File: config.mk
export PLATFORM = sky130hd
export DESIGN_NAME = port_b_swap_parity_path
export DESIGN_NICKNAME = d
export VERILOG_FILES = /design/src/include/swap_parity_pkg.sv /design/src/logic/port_b_swap_parity_path.sv /design/src/logic/parity_trees.sv
export SDC_FILE = /design/constraint.sdc
export NUM_CORES = 1
export LEC_CHECK = 0
export ABC_AREA = 1
export CORE_MARGIN = 2
export CORE_UTILIZATION = 44
export DETAILED_ROUTE_END_ITERATION = 6
export DONT_BUFFER_PORTS = 1
export MAX_ROUTING_LAYER = met4
export PLACE_DENSITY = 0.67
export SYNTH_ARGS = -nofsm -noshare
export SYNTH_HDL_FRONTEND = slang
export SYNTH_SLANG_ARGS = --single-unit
export TNS_END_PERCENT = 5
File: constraint.sdc
create_clock -name sys_clk -period 7.41 [get_ports sys_clk]
set_input_delay 0.3705 -clock sys_clk [delete_from_list [all_inputs] [get_ports sys_clk]]
set_output_delay 0.3705 -clock sys_clk [all_outputs]
set_load 0.1 [all_outputs]
File: src/include/swap_parity_pkg.sv
/*
 * shared constants, types and helper functions for the port-b swap and parity path.
 * assumes byte lanes of nine bits, four lanes to a long word, lane 3 the most significant.
 */
package swap_parity_pkg;

	// ************************************************************
	// data layout
	// ************************************************************
	localparam int BYTE_W    = 9;
	localparam int NUM_LANES = 4;
	localparam int DATA_W    = BYTE_W * NUM_LANES;
	localparam int PAR_BIT   = BYTE_W - 1;

	typedef logic [1:0] width_t;
	typedef logic [1:0] swap_t;
	typedef logic [1:0] piece_t;

	// ************************************************************
	// port-b width codes as {width_sel1, width_sel0}
	// ************************************************************
	localparam width_t WIDTH_LONG = 2'h0;
	localparam width_t WIDTH_WORD = 2'h1;
	localparam width_t WIDTH_BYTE = 2'h2;
	localparam width_t WIDTH_MAIL = 2'h3;

	localparam piece_t LAST_LONG = 2'h0;
	localparam piece_t LAST_WORD = 2'h1;
	localparam piece_t LAST_BYTE = 2'h3;
	localparam piece_t FIRST_PIECE = 2'h0;
	localparam piece_t PIECE_STEP  = 2'h1;
	localparam logic [1:0] TOP_LANE  = 2'h3;
	localparam logic [1:0] HALF_LANE = 2'h2;

	// ************************************************************
	// reset values
	// ************************************************************
	localparam logic   RST_MAIL_FLAG = 1'b1;
	localparam width_t RST_WIDTH     = WIDTH_LONG;
	localparam logic   RST_ENDIAN    = 1'b1;
	localparam swap_t  RST_SWAP      = 2'h0;
	localparam logic [DATA_W-1:0] RST_DATA = 36'h0;

	// last piece index for a width
	function automatic piece_t last_piece(input width_t w);
		case (w)
			WIDTH_WORD: last_piece = LAST_WORD;
			WIDTH_BYTE: last_piece = LAST_BYTE;
			default:    last_piece = LAST_LONG;
		endcase
	endfunction

	// whether a port-b lane carries data for this width and endianness
	function automatic logic lane_used(input width_t w, input logic be, input logic [1:0] lane);
		case (w)
			WIDTH_WORD: lane_used = be ? (lane >= HALF_LANE) : (lane < HALF_LANE);
			WIDTH_BYTE: lane_used = be ? (lane == TOP_LANE) : (lane == FIRST_PIECE);
			default:    lane_used = 1'b1;
		endcase
	endfunction

	// long-word byte that a port-b lane carries for piece k
	function automatic logic [1:0] lane_src(input width_t w, input logic be, input piece_t k,
		input logic [1:0] lane);
		case (w)
			WIDTH_WORD: lane_src = be ? lane - {k[0], 1'b0} : lane + {k[0], 1'b0};
			WIDTH_BYTE: lane_src = be ? TOP_LANE - k : k;
			default:    lane_src = lane;
		endcase
	endfunction

	// whole-byte reordering: lane i takes byte i xor mask
	function automatic logic [DATA_W-1:0] swap_bytes(input logic [DATA_W-1:0] d, input swap_t code);
		logic [1:0] mask;
		logic [1:0] src;
		swap_bytes = d;
		mask = {code[1] ^ code[0], code[0]};
		for (int i = 0; i < NUM_LANES; i++) begin
			src = 2'(i) ^ mask;
			swap_bytes[i*BYTE_W +: BYTE_W] = d[src*BYTE_W +: BYTE_W];
		end
	endfunction

endpackage

File: src/logic/port_b_swap_parity_path.sv
/*
 * mailboxes, port-b sizing with byte swap, parity check and parity generation on both ports.
 * assumes one clock for both ports and queue rams outside with same-cycle read data.
 */
`timescale 1ns/100ps
module port_b_swap_parity_path (
	// clock and reset
	input  wire logic                               sys_clk,
	input  wire logic                               rst_n,
	// shared parity sense
	input  wire logic                               odd_even_sel,
	// port a controls
	input  wire logic                               porta_select_n,
	input  wire logic                               porta_xfer_en,
	input  wire logic                               porta_write_sel,
	input  wire logic                               porta_mail_sel,
	input  wire logic                               porta_par_gen,
	// port a data pins
	input  wire logic [swap_parity_pkg::DATA_W-1:0] porta_data_in,
	output logic      [swap_parity_pkg::DATA_W-1:0] porta_data_out,
	output logic                                    porta_data_oe,
	output logic                                    porta_par_err_n,
	// port b controls
	input  wire logic                               portb_select_n,
	input  wire logic                               portb_xfer_en,
	input  wire logic                               portb_write_sel,
	input  wire logic                               portb_width_sel0,
	input  wire logic                               portb_width_sel1,
	input  wire logic                               big_endian_sel,
	input  wire logic                               swap_sel0,
	input  wire logic                               swap_sel1,
	input  wire logic                               portb_par_gen,
	// port b data pins
	input  wire logic [swap_parity_pkg::DATA_W-1:0] portb_data_in,
	output logic      [swap_parity_pkg::DATA_W-1:0] portb_data_out,
	output logic                                    portb_data_oe,
	output logic                                    portb_par_err_n,
	// registered port-b selection
	output logic                                    portb_width_sel0_reg,
	output logic                                    portb_width_sel1_reg,
	output logic                                    portb_endian_reg,
	// mailbox flags
	output logic                                    fwd_mail_flag_n,
	output logic                                    rev_mail_flag_n,
	// forward queue ram side
	output logic                                    fwd_queue_wr_en,
	output logic      [swap_parity_pkg::DATA_W-1:0] fwd_queue_wr_data,
	output logic                                    fwd_queue_rd_req,
	input  wire logic [swap_parity_pkg::DATA_W-1:0] fwd_queue_rd_data,
	// reverse queue ram side
	output logic                                    rev_queue_wr_en,
	output logic      [swap_parity_pkg::DATA_W-1:0] rev_queue_wr_data,
	output logic                                    rev_queue_rd_req,
	input  wire logic [swap_parity_pkg::DATA_W-1:0] rev_queue_rd_data
);
	import swap_parity_pkg::*;

	// ******************************
	// state
	// ******************************
	logic [DATA_W-1:0] fwd_mailbox_ff, rev_mailbox_ff;
	logic              fwd_flag_ff, rev_flag_ff;
	width_t            width_ff;
	logic              endian_ff;
	logic [DATA_W-1:0] a_out_ff, b_out_ff;
	logic [DATA_W-1:0] rd_aux_ff, wr_aux_ff;
	piece_t            rd_piece_ff, wr_piece_ff;
	width_t            rd_width_ff, wr_width_ff;
	swap_t             wr_swap_ff;
	logic              fq_wr_ff, rq_wr_ff;
	logic [DATA_W-1:0] fq_data_ff, rq_data_ff;
	// ******************************
	// port a decode
	// ******************************
	wire logic a_act     = ~porta_select_n & porta_xfer_en;
	wire logic a_rd      = a_act & ~porta_write_sel;
	wire logic a_wr      = a_act & porta_write_sel;
	wire logic a_mail_rd = a_rd & porta_mail_sel;
	wire logic a_mail_wr = a_wr & porta_mail_sel;
	wire logic a_q_rd    = a_rd & ~porta_mail_sel;
	wire logic a_q_wr    = a_wr & ~porta_mail_sel;
	wire logic a_mail_gen = a_mail_rd & porta_par_gen;
	// ******************************
	// port b decode: raw selects pick the mailbox at once
	// ******************************
	wire width_t raw_width = {portb_width_sel1, portb_width_sel0};
	wire logic   b_mail    = (raw_width == WIDTH_MAIL);
	wire logic   b_act     = ~portb_select_n & portb_xfer_en;
	wire logic   b_rd      = b_act & ~portb_write_sel;
	wire logic   b_wr      = b_act & portb_write_sel;
	wire logic   b_mail_rd = b_rd & b_mail;
	wire logic   b_mail_wr = b_wr & b_mail;
	wire logic   b_q_rd    = b_rd & ~b_mail;
	wire logic   b_q_wr    = b_wr & ~b_mail;
	wire logic   b_mail_gen = b_mail_rd & portb_par_gen;
	wire swap_t  raw_swap  = {swap_sel1, swap_sel0};
	// ******************************
	// parity trees: port pins, shared with mailbox generation
	// ******************************
	logic [DATA_W-1:0]    a_tree_gen, b_tree_gen, fq_gen, rq_gen;
	logic [NUM_LANES-1:0] a_tree_fail, b_tree_fail;

	// trees see the pins unless a mailbox read with generation borrows them
	wire logic [DATA_W-1:0] a_tree_in = a_mail_gen ? rev_mailbox_ff : porta_data_in;
	wire logic [DATA_W-1:0] b_tree_in = b_mail_gen ? fwd_mailbox_ff : portb_data_in;

	parity_trees u_a_trees (
		.data_in   (a_tree_in),
		.odd_sel   (odd_even_sel),
		.gen_en    (porta_par_gen),
		.gen_data  (a_tree_gen),
		.byte_fail (a_tree_fail)
	);
	parity_trees u_b_trees (
		.data_in   (b_tree_in),
		.odd_sel   (odd_even_sel),
		.gen_en    (portb_par_gen),
		.gen_data  (b_tree_gen),
		.byte_fail (b_tree_fail)
	);
	// queue paths generate between ram read and output register
	parity_trees u_fq_trees (
		.data_in   (fwd_queue_rd_data),
		.odd_sel   (odd_even_sel),
		.gen_en    (portb_par_gen),
		.gen_data  (fq_gen),
		.byte_fail ()
	);
	parity_trees u_rq_trees (
		.data_in   (rev_queue_rd_data),
		.odd_sel   (odd_even_sel),
		.gen_en    (porta_par_gen),
		.gen_data  (rq_gen),
		.byte_fail ()
	);
	// ******************************
	// sizing position for the current long word
	// ******************************
	wire logic   rd_new  = (rd_piece_ff == FIRST_PIECE) | (rd_width_ff != width_ff);
	wire piece_t rd_k    = rd_new ? FIRST_PIECE : rd_piece_ff;
	wire logic   rd_last = (rd_k == last_piece(width_ff));
	wire logic   wr_new  = (wr_piece_ff == FIRST_PIECE) | (wr_width_ff != width_ff);
	wire piece_t wr_k    = wr_new ? FIRST_PIECE : wr_piece_ff;
	wire logic   wr_last = (wr_k == last_piece(width_ff));
	// a new word is swapped as it leaves the ram, before splitting
	wire logic [DATA_W-1:0] rd_loaded = swap_bytes(fq_gen, raw_swap);
	wire logic [DATA_W-1:0] rd_word   = rd_new ? rd_loaded : rd_aux_ff;
	wire swap_t             wr_swap   = wr_new ? raw_swap : wr_swap_ff;
	// ******************************
	// lane mapping per port-b lane
	// ******************************
	logic [NUM_LANES-1:0] lane_on;
	logic [DATA_W-1:0]    b_lanes_rd;
	logic [NUM_LANES-1:0] b_fail_valid;

	genvar g;
	generate
		for (g = 0; g < NUM_LANES; g++) begin : g_lane
			wire logic [1:0] rsrc = lane_src(width_ff, endian_ff, rd_k, 2'(g));
			assign lane_on[g] = lane_used(width_ff, endian_ff, 2'(g));
			assign b_lanes_rd[g*BYTE_W +: BYTE_W] = rd_word[rsrc*BYTE_W +: BYTE_W];
			assign b_fail_valid[g] = b_tree_fail[g] & lane_on[g];
		end
	endgenerate

	// write assembly: incoming lanes drop into their long-word byte
	logic [DATA_W-1:0] wr_asm;
	logic [1:0]        wsrc;
	always_comb begin
		wr_asm = wr_new ? RST_DATA : wr_aux_ff;
		wsrc   = 2'h0;
		for (int i = 0; i < NUM_LANES; i++) begin
			wsrc = lane_src(width_ff, endian_ff, wr_k, 2'(i));
			if (lane_on[i]) begin
				wr_asm[wsrc*BYTE_W +: BYTE_W] = portb_data_in[i*BYTE_W +: BYTE_W];
			end
		end
	end
	// ******************************
	// width and endian registers: held across mailbox access
	// ******************************
	always_ff @(posedge sys_clk) begin
		if (!rst_n) begin
			width_ff  <= RST_WIDTH;
			endian_ff <= RST_ENDIAN;
		end else if (!b_mail) begin
			width_ff  <= raw_width;
			endian_ff <= big_endian_sel;
		end
	end
	// ******************************
	// mailboxes and their flags
	// ******************************
	always_ff @(posedge sys_clk) begin
		if (!rst_n) begin
			fwd_mailbox_ff <= RST_DATA;
			rev_mailbox_ff <= RST_DATA;
			fwd_flag_ff    <= RST_MAIL_FLAG;
			rev_flag_ff    <= RST_MAIL_FLAG;
		end else begin
			if (a_mail_wr && fwd_flag_ff) begin
				fwd_mailbox_ff <= porta_data_in;
				fwd_flag_ff    <= 1'b0;
			end else if (b_mail_rd) begin
				fwd_flag_ff <= 1'b1;
			end
			if (b_mail_wr && rev_flag_ff) begin
				rev_mailbox_ff <= portb_data_in;
				rev_flag_ff    <= 1'b0;
			end else if (a_mail_rd) begin
				rev_flag_ff <= 1'b1;
			end
		end
	end
	// ******************************
	// port a output register
	// ******************************
	always_ff @(posedge sys_clk) begin
		if (!rst_n) begin
			a_out_ff <= RST_DATA;
		end else if (a_mail_rd) begin
			a_out_ff <= a_mail_gen ? a_tree_gen : rev_mailbox_ff;
		end else if (a_q_rd) begin
			a_out_ff <= rq_gen;
		end
	end
	// ******************************
	// port b output register: unused lanes hold their last value
	// ******************************
	always_ff @(posedge sys_clk) begin
		if (!rst_n) begin
			b_out_ff <= RST_DATA;
		end else if (b_mail_rd) begin
			b_out_ff <= b_mail_gen ? b_tree_gen : fwd_mailbox_ff;
		end else if (b_q_rd) begin
			for (int i = 0; i < NUM_LANES; i++) begin
				if (lane_on[i]) begin
					b_out_ff[i*BYTE_W +: BYTE_W] <= b_lanes_rd[i*BYTE_W +: BYTE_W];
				end
			end
		end
	end
	// ******************************
	// forward-queue read sequencing
	// ******************************
	always_ff @(posedge sys_clk) begin
		if (!rst_n) begin
			rd_aux_ff   <= RST_DATA;
			rd_piece_ff <= FIRST_PIECE;
			rd_width_ff <= RST_WIDTH;
		end else if (b_q_rd) begin
			rd_aux_ff   <= rd_word;
			rd_width_ff <= width_ff;
			rd_piece_ff <= rd_last ? FIRST_PIECE : rd_k + PIECE_STEP;
		end
	end
	// ******************************
	// reverse-queue write assembly
	// ******************************
	always_ff @(posedge sys_clk) begin
		if (!rst_n) begin
			wr_aux_ff   <= RST_DATA;
			wr_piece_ff <= FIRST_PIECE;
			wr_width_ff <= RST_WIDTH;
			wr_swap_ff  <= RST_SWAP;
		end else if (b_q_wr) begin
			wr_aux_ff   <= wr_asm;
			wr_width_ff <= width_ff;
			wr_swap_ff  <= wr_swap;
			wr_piece_ff <= wr_last ? FIRST_PIECE : wr_k + PIECE_STEP;
		end
	end
	// ******************************
	// queue write ports, one cycle after the taking edge
	// ******************************
	always_ff @(posedge sys_clk) begin
		if (!rst_n) begin
			fq_wr_ff   <= 1'b0;
			fq_data_ff <= RST_DATA;
			rq_wr_ff   <= 1'b0;
			rq_data_ff <= RST_DATA;
		end else begin
			fq_wr_ff <= a_q_wr;
			rq_wr_ff <= b_q_wr & wr_last;
			if (a_q_wr) begin
				fq_data_ff <= porta_data_in;
			end
			if (b_q_wr && wr_last) begin
				rq_data_ff <= swap_bytes(wr_asm, wr_swap);
			end
		end
	end
	// ******************************
	// outputs
	// ******************************
	assign porta_data_out       = a_out_ff;
	assign portb_data_out       = b_out_ff;
	assign porta_data_oe        = ~porta_select_n & ~porta_write_sel;
	assign portb_data_oe        = ~portb_select_n & ~portb_write_sel;
	assign porta_par_err_n      = a_mail_gen | ~(|a_tree_fail);
	assign portb_par_err_n      = b_mail_gen | ~(|b_fail_valid);
	assign portb_width_sel0_reg = width_ff[0];
	assign portb_width_sel1_reg = width_ff[1];
	assign portb_endian_reg     = endian_ff;
	assign fwd_mail_flag_n      = fwd_flag_ff;
	assign rev_mail_flag_n      = rev_flag_ff;
	assign fwd_queue_wr_en      = fq_wr_ff;
	assign fwd_queue_wr_data    = fq_data_ff;
	assign fwd_queue_rd_req     = b_q_rd & rd_new;
	assign rev_queue_wr_en      = rq_wr_ff;
	assign rev_queue_wr_data    = rq_data_ff;
	assign rev_queue_rd_req     = a_q_rd;

endmodule

File: src/logic/parity_trees.sv
/*
 * four parity trees over one 36-bit port: per-byte check and parity generation.
 * assumes the caller picks what the trees look at (pins or stored data).
 */
`timescale 1ns/100ps
module parity_trees (
	// data seen by the trees
	input  wire logic [swap_parity_pkg::DATA_W-1:0]    data_in,
	// odd sense when high, even when low
	input  wire logic                                  odd_sel,
	// substitute generated parity bits when high
	input  wire logic                                  gen_en,
	// results
	output logic      [swap_parity_pkg::DATA_W-1:0]    gen_data,
	output logic      [swap_parity_pkg::NUM_LANES-1:0] byte_fail
);
	import swap_parity_pkg::*;

	// ************************************************************
	// one tree per byte
	// ************************************************************
	genvar g;
	generate
		for (g = 0; g < NUM_LANES; g++) begin : g_tree
			wire logic [BYTE_W-1:0] byte_w = data_in[g*BYTE_W +: BYTE_W];
			wire logic              low_x  = ^byte_w[PAR_BIT-1:0];
			wire logic              gen_p  = odd_sel ? ~low_x : low_x;
			// fail when all nine bits xor even (odd sense) or odd (even sense)
			assign byte_fail[g] = odd_sel ? ~(^byte_w) : (^byte_w);
			assign gen_data[g*BYTE_W +: BYTE_W] =
				{(gen_en ? gen_p : byte_w[PAR_BIT]), byte_w[PAR_BIT-1:0]};
		end
	endgenerate

endmodule

[After elaboration in Yosys (flattened, before gate mapping)]
Index checks and enable logic that the tools add are counted.
Storage, ports and cells
  bits in latches: 0
  output and inout bits: 157
  bits in registers: 305
  RAM bits: 0
  logic and storage cells: 295
  memories: 0
  bits in read-only memories: 0
Operators by class
  bitwise gates (word level): 68
  reductions and logical operators: 44
  eq/ne operators: 7
  multipliers: 16
  add/sub/neg operators: 22
  mux-type cells: 96
  order comparisons: 0
  divide/modulo/power cells: 0
  shift operators: 20
Operator list (number)
  $mux W36: 14
  $shiftx A36 B7 Y9: 12
  $bwmux W36: 4
  $shift A9 B34 Y36 const A: 4
  $shiftx A9 B34 Y36: 4
  $neg A6 Y34: 4
  $reduce_xor A8 Y1: 16
  $mul A2 B4 Y6 const B: 16
  $reduce_xor A9 Y1: 8
  $mux W1: 48
  $mux W9: 4
  $not A1 Y1: 36
  $pmux W2 S2: 9
  $mux W2: 15
  $and A1 B1 Y1: 24
  $reduce_bool A2 Y1: 8
  $sub A2 B2 Y2 const A: 6
  $add A2 B2 Y2 const A: 4
  $reduce_and A2 Y1: 4
  $reduce_or A4 Y1: 2
  $sub A1 B2 Y2 const A: 4
  $add A1 B2 Y2 const A: 2
  $add A2 B1 Y2 const B: 2
  $eq A2 B2 Y1: 2
  other kinds (10): 21

[Depth between registers and ports, before layout]
  depth after elaboration: 18
  mapped depth: 27
  gate-level depth less buffers: 24

[Cells and area by module]
From an unflattened synthesis, not the netlist that was laid out.
Second synthesis, totals
  cell total of the unflattened synthesis: 3853
  area, all modules: 22592.9 um^2
By module, submodules not included
  port_b_swap_parity_path: instances 1, cells an instance 2985, area an instance 18614.1 um^2, seq. area each 6105.9 um^2
  parity_trees: instances 4, cells an instance 217, area an instance 994.7 um^2, seq. area each 0.0 um^2

[Least setup slack after synthesis]
No wires, ideal clock.
  path kind: flip-flop to flip-flop
  from: reg width_ff[0]
  to: reg rq_data_ff[17], in the netlist rev_queue_wr_data[17]
  required time: 7.278 ns
  stages on the path, launching flop included: 27
  setup slack: 2.685 ns
  path buffers: 3
  data arrival time: 4.593 ns
  library setup time: 0.132 ns
  cell sequence: dfxtp_1 > inv_2 > nand2_2 > nand3_2 > nor2_4 > inv_4 > nor2_8 > inv_1 > ha_1 > nand2_1 > nand2_1 > buf_2 > inv_2 > clkbuf_1 > ha_1 > clkbuf_1 > clkinv_1 > nand3_1 > nor2_1 > o211ai_1 > o21ai_0 > o21ai_0 > nand2_1 > nand2_1 > nand2_1 > nand3_1 > a21oi_1
On the way
  longest elaborated chain between the ends: 18
Ends and longest elaborated chain
  start: declaration: RTL line port_b_swap_parity_path.sv:63  | width_t width_ff;
  start signal: assignment: RTL line port_b_swap_parity_path.sv:187  | width_ff <= raw_width;
  $ne A2 B2 Y1: RTL line port_b_swap_parity_path.sv:142  | wire logic wr_new = (wr_piece_ff == FIRST_PIECE) | (wr_width_ff != width_ff);
  $or A1 B1 Y1: RTL line port_b_swap_parity_path.sv:142
  $mux W2: RTL line port_b_swap_parity_path.sv:143  | wire piece_t wr_k = wr_new ? FIRST_PIECE : wr_piece_ff;
  $sub A2 B2 Y2 or $sub A1 B2 Y2 (tied branches): RTL line swap_parity_pkg.sv:67, swap_parity_pkg.sv:66
  $mux W2, on equally long branches: RTL line swap_parity_pkg.sv:67, swap_parity_pkg.sv:66
  $pmux W2 S2: RTL line swap_parity_pkg.sv:65  | case (w)
  $mul A2 B4 Y6: RTL line port_b_swap_parity_path.sv:175  | wr_asm[wsrc*BYTE_W +: BYTE_W] = portb_data_in[i*BYTE_W +: BYTE_W];
  $neg A6 Y34: RTL line port_b_swap_parity_path.sv:175
  [... 2 more ...]
  $mux W36: RTL line port_b_swap_parity_path.sv:174  | if (lane_on[i]) begin
  $bwmux W36: RTL line port_b_swap_parity_path.sv:175
  $mux W36: RTL line port_b_swap_parity_path.sv:174
  $bwmux W36: RTL line port_b_swap_parity_path.sv:175
  $mux W36: RTL line port_b_swap_parity_path.sv:174
  $bwmux W36: RTL line port_b_swap_parity_path.sv:175
  $mux W36: RTL line port_b_swap_parity_path.sv:174
  $shiftx A36 B7 Y9: RTL line swap_parity_pkg.sv:80  | swap_bytes[i*BYTE_W +: BYTE_W] = d[src*BYTE_W +: BYTE_W];
  end signal: assignment: RTL line port_b_swap_parity_path.sv:289  | rq_data_ff <= swap_bytes(wr_asm, wr_swap);
  end: declaration: RTL line port_b_swap_parity_path.sv:71  | logic [DATA_W-1:0] fq_data_ff, rq_data_ff;
Parallel ways exist; a longest one is shown, timed or not.
A chain may end at the register's enable or synchronous reset.

[Final worst setup path]
  from: reg width_ff[1]
  to: reg rq_data_ff[29], in the netlist rev_queue_wr_data[29]
Same word-level chain as after synthesis.

==> results.json <==
{
  "status": "complete, but fails checks",
  "failed_checks": "DRC",
  "fin_tns_setup_ns": 0,
  "nets": 3125,
  "port_buffers": 0,
  "post-route-min-period_ns": 5.82,
  "antenna_found_initial": 5,
  "p_leak_uw": 0.00911,
  "worstReg2RegStart": "width_ff[1]",
  "drt_pass1_iterations": 7,
  "grt_setup_unrepaired": "false",
  "drive_above_1_share_pct": 4.68,
  "grt_pass1_wl_um": 116000,
  "syn_nets": 3171,
  "area_delta_synth_final_pct": 11.5,
  "cp.required_ns": 7.82,
  "reg2reg_slack_ns": 1.59,
  "grt_busiest_layer": "met2",
  "grt_max_degree": 77,
  "drc": 4,
  "synth_edf_count": 0,
  "synthFlopType": "dfxtp_1",
  "finalHoldViolCount": 0,
  "fp.coreArea_um2": 43200,
  "crit_type": "register to register",
  "dpl.hpwl_um": 56400,
  "io_pins": 318,
  "wl_um": 79100,
  "critical_path_arrival_ns": 6.23,
  "finalCritPeriodShare_pct": 78.6,
  "crit_fanout": 28,
  "cp-start-kind": "register",
  "vias": 20700,
  "mostFrequentLayoutCells": "750 x nand2_1, 305 x dfxtp_1, 294 x nand3_1, 279 x o21ai_0, 277 x nor2_1",
  "hold_class": "primary input to register",
  "slew_headroom_pct": 23.4,
  "ir_drop_mv": 0.194,
  "whs_endpoint": "rev_mailbox_ff[18]",
  "rr_endpoint": "rev_queue_wr_data[29]",
  "ant_nets": 0,
  "routabilityCongestion": 0.980,
  "final_common_cell": "nand2_1",
  "path_clk_slew_ns": 0.06,
  "grt_pass1_vias": 19100,
  "setup_viol": 0,
  "cts_resized": 0,
  "ys_seq_elements": 305,
  "ys_warn_count": 0,
  "start_util_pct": 44.6,
  "cts_tree": "yes",
  "design_area_um2": 21500,
  "worstHoldPathCells": 2,
  "avgRoutedWirePerCell_um": 22.2,
  "cts_root_buf": "clkbuf_16",
  "hold_start": "portb_data_in[18]",
  "overflow": 0,
  "track_usage_pct": 35.0,
  "numCtsBuffers": 37,
  "max_freq_ghz": 0.172,
  "synth.avg_cell_area_um2": 6.45,
  "synth_cells": 2987,
  "met1_usage_pct": 43.1,
  "clock_skew_ns": 0.0205,
  "async_reset_ff_share_pct": 0,
  "use_met3_pct": 7.35,
  "dpl-instance-area_um2": 19400,
  "die_w_um": 213,
  "clock_latency_ns": 0.58,
  "maxCapViolCount": 0,
  "seq_area_frac_synth_pct": 31.7,
  "grtUsageMet2_pct": 55.5,
  "crit_path_end_kind": "register",
  "row_count": 76,
  "clkSinkCount": 305,
  "p_per_area_nw_per_um2": 235,
  "ctsHtreeMaxLevel": 2,
  "drtIter0Drc": 2309,
  "avgViaCountPerCell": 5.83,
  "synth_area_um2": 19300,
  "reg2reg_depth": 22,
  "die_y_um": 213,
  "die_area_um2": 45500,
  "drv_slew": 0,
  "netlist-cell-type-count": 51,
  "fillers": 4431,
  "clockBufferDepth": 3,
  "worstMarginPinSlew_ns": 1.15
}
==> synthesized netlist by cell type (53+ instances only) <==
master,n,area (um^2)
nand2_1,750,2820
dfxtp_1,305,6110
nand3_1,294,1470
nor2_1,279,1050
o21ai_0,279,1400
inv_1,200,751
a21oi_1,182,911
clkbuf_1,119,447
o211ai_1,99,743
xnor2_1,76,666
xor2_1,61,534
o21ai_1,53,265
==> through the flow <==
step	instances	total power (uW)	utilization (%)	hold slack, ns	setup WS, ns
after detailed placement	3416	3040	45.0	0.464	1.74
final	3558	5060	49.7	0.0173	1.59
after floorplan	2987	2780	-	0.437	2.69
after global routing	3558	5260	49.7	0.0181	1.28
after CTS	3554	5050	49.7	0.000657	1.69
after global placement	3416	3020	45.0	0.459	1.74
==> worst max-delay path by stage <==
stage,from,end
2_1_floorplan,width_ff[0],rev_queue_wr_data[17]
3_3_place_gp,width_ff[1],rev_queue_wr_data[20]
3_5_place_dp,width_ff[1],rev_queue_wr_data[20]
4_1_cts,width_ff[1],rev_queue_wr_data[2]
5_1_grt,width_ff[1],rev_queue_wr_data[2]
6_report,width_ff[1],rev_queue_wr_data[29]
==> report_power, final <==
group | switching, uW | internal [uW] | leakage (uW)
Clock | 791 | 1170 | 0.000644
Sequential | 260 | 1700 | 0.00248
Combinational | 776 | 356 | 0.00599
==> timing repair <==
action / in CTS / in global routing
endpoints found under the hold margin: 159 / 0
setup buffers: 0 / 0
hold buffers: 71 / 0
setup endpoints to repair: 0 / 0
==> routing by layer <==
layer  vias to the layer above  part of all wire, %
met5                         -                    0
met2                       952                   46
met1                      9707                   41
met4                         0                  4.9
met3                       220                  8.5
li1                       9870                    -
==> area by class of cell <==
cell class                      count  area, um^2  share of cell area (%)
Antenna cell                        4        10.0                  0.0466
Clock buffer                       48        1040                    4.83
Clock inverter                     19         250                    1.17
Inverter                          231         871                    4.05
Multi-Input combinational cell   2275       11600                    53.9
Sequential cell                   305        6110                    28.4
Tap cell                          585         732                    3.41
Timing Repair Buffer               91         898                    4.18
==> critical path, stage by stage, from the launching register on <==
cell      delay, ns
dfxtp_1        0.30
buf_4          0.33
xor2_1         0.17
nor2_4         0.65
inv_4          0.21
nor2_8         0.18
inv_1          0.10
ha_1           0.30
nand2_1        0.08
nand2_1        0.09
inv_2          0.38
ha_1           0.64
clkinv_1       0.43
nand3_1        0.22
o21ai_0        0.11
nand3_1        0.13
o21ai_0        0.10
o21ai_0        0.73
nand2_1        0.10
nand2_1        0.12
nand2_1        0.05
nand3_1        0.11
a21oi_1        0.07
==> cell families after synthesis <==
kind of cell,count (synthesis),share of synthesized area (%)
and+or+nand+nor,1406,30.7
AOI/OAI and AO/OA,686,20.2
buffers and inverters,407,8.36
DFF,305,31.7
xor gates and xnor gates,139,6.46
adders and majority gates,23,1.49
muxes,21,1.09
No activity file was read; power rests on OpenSTA's default activity.
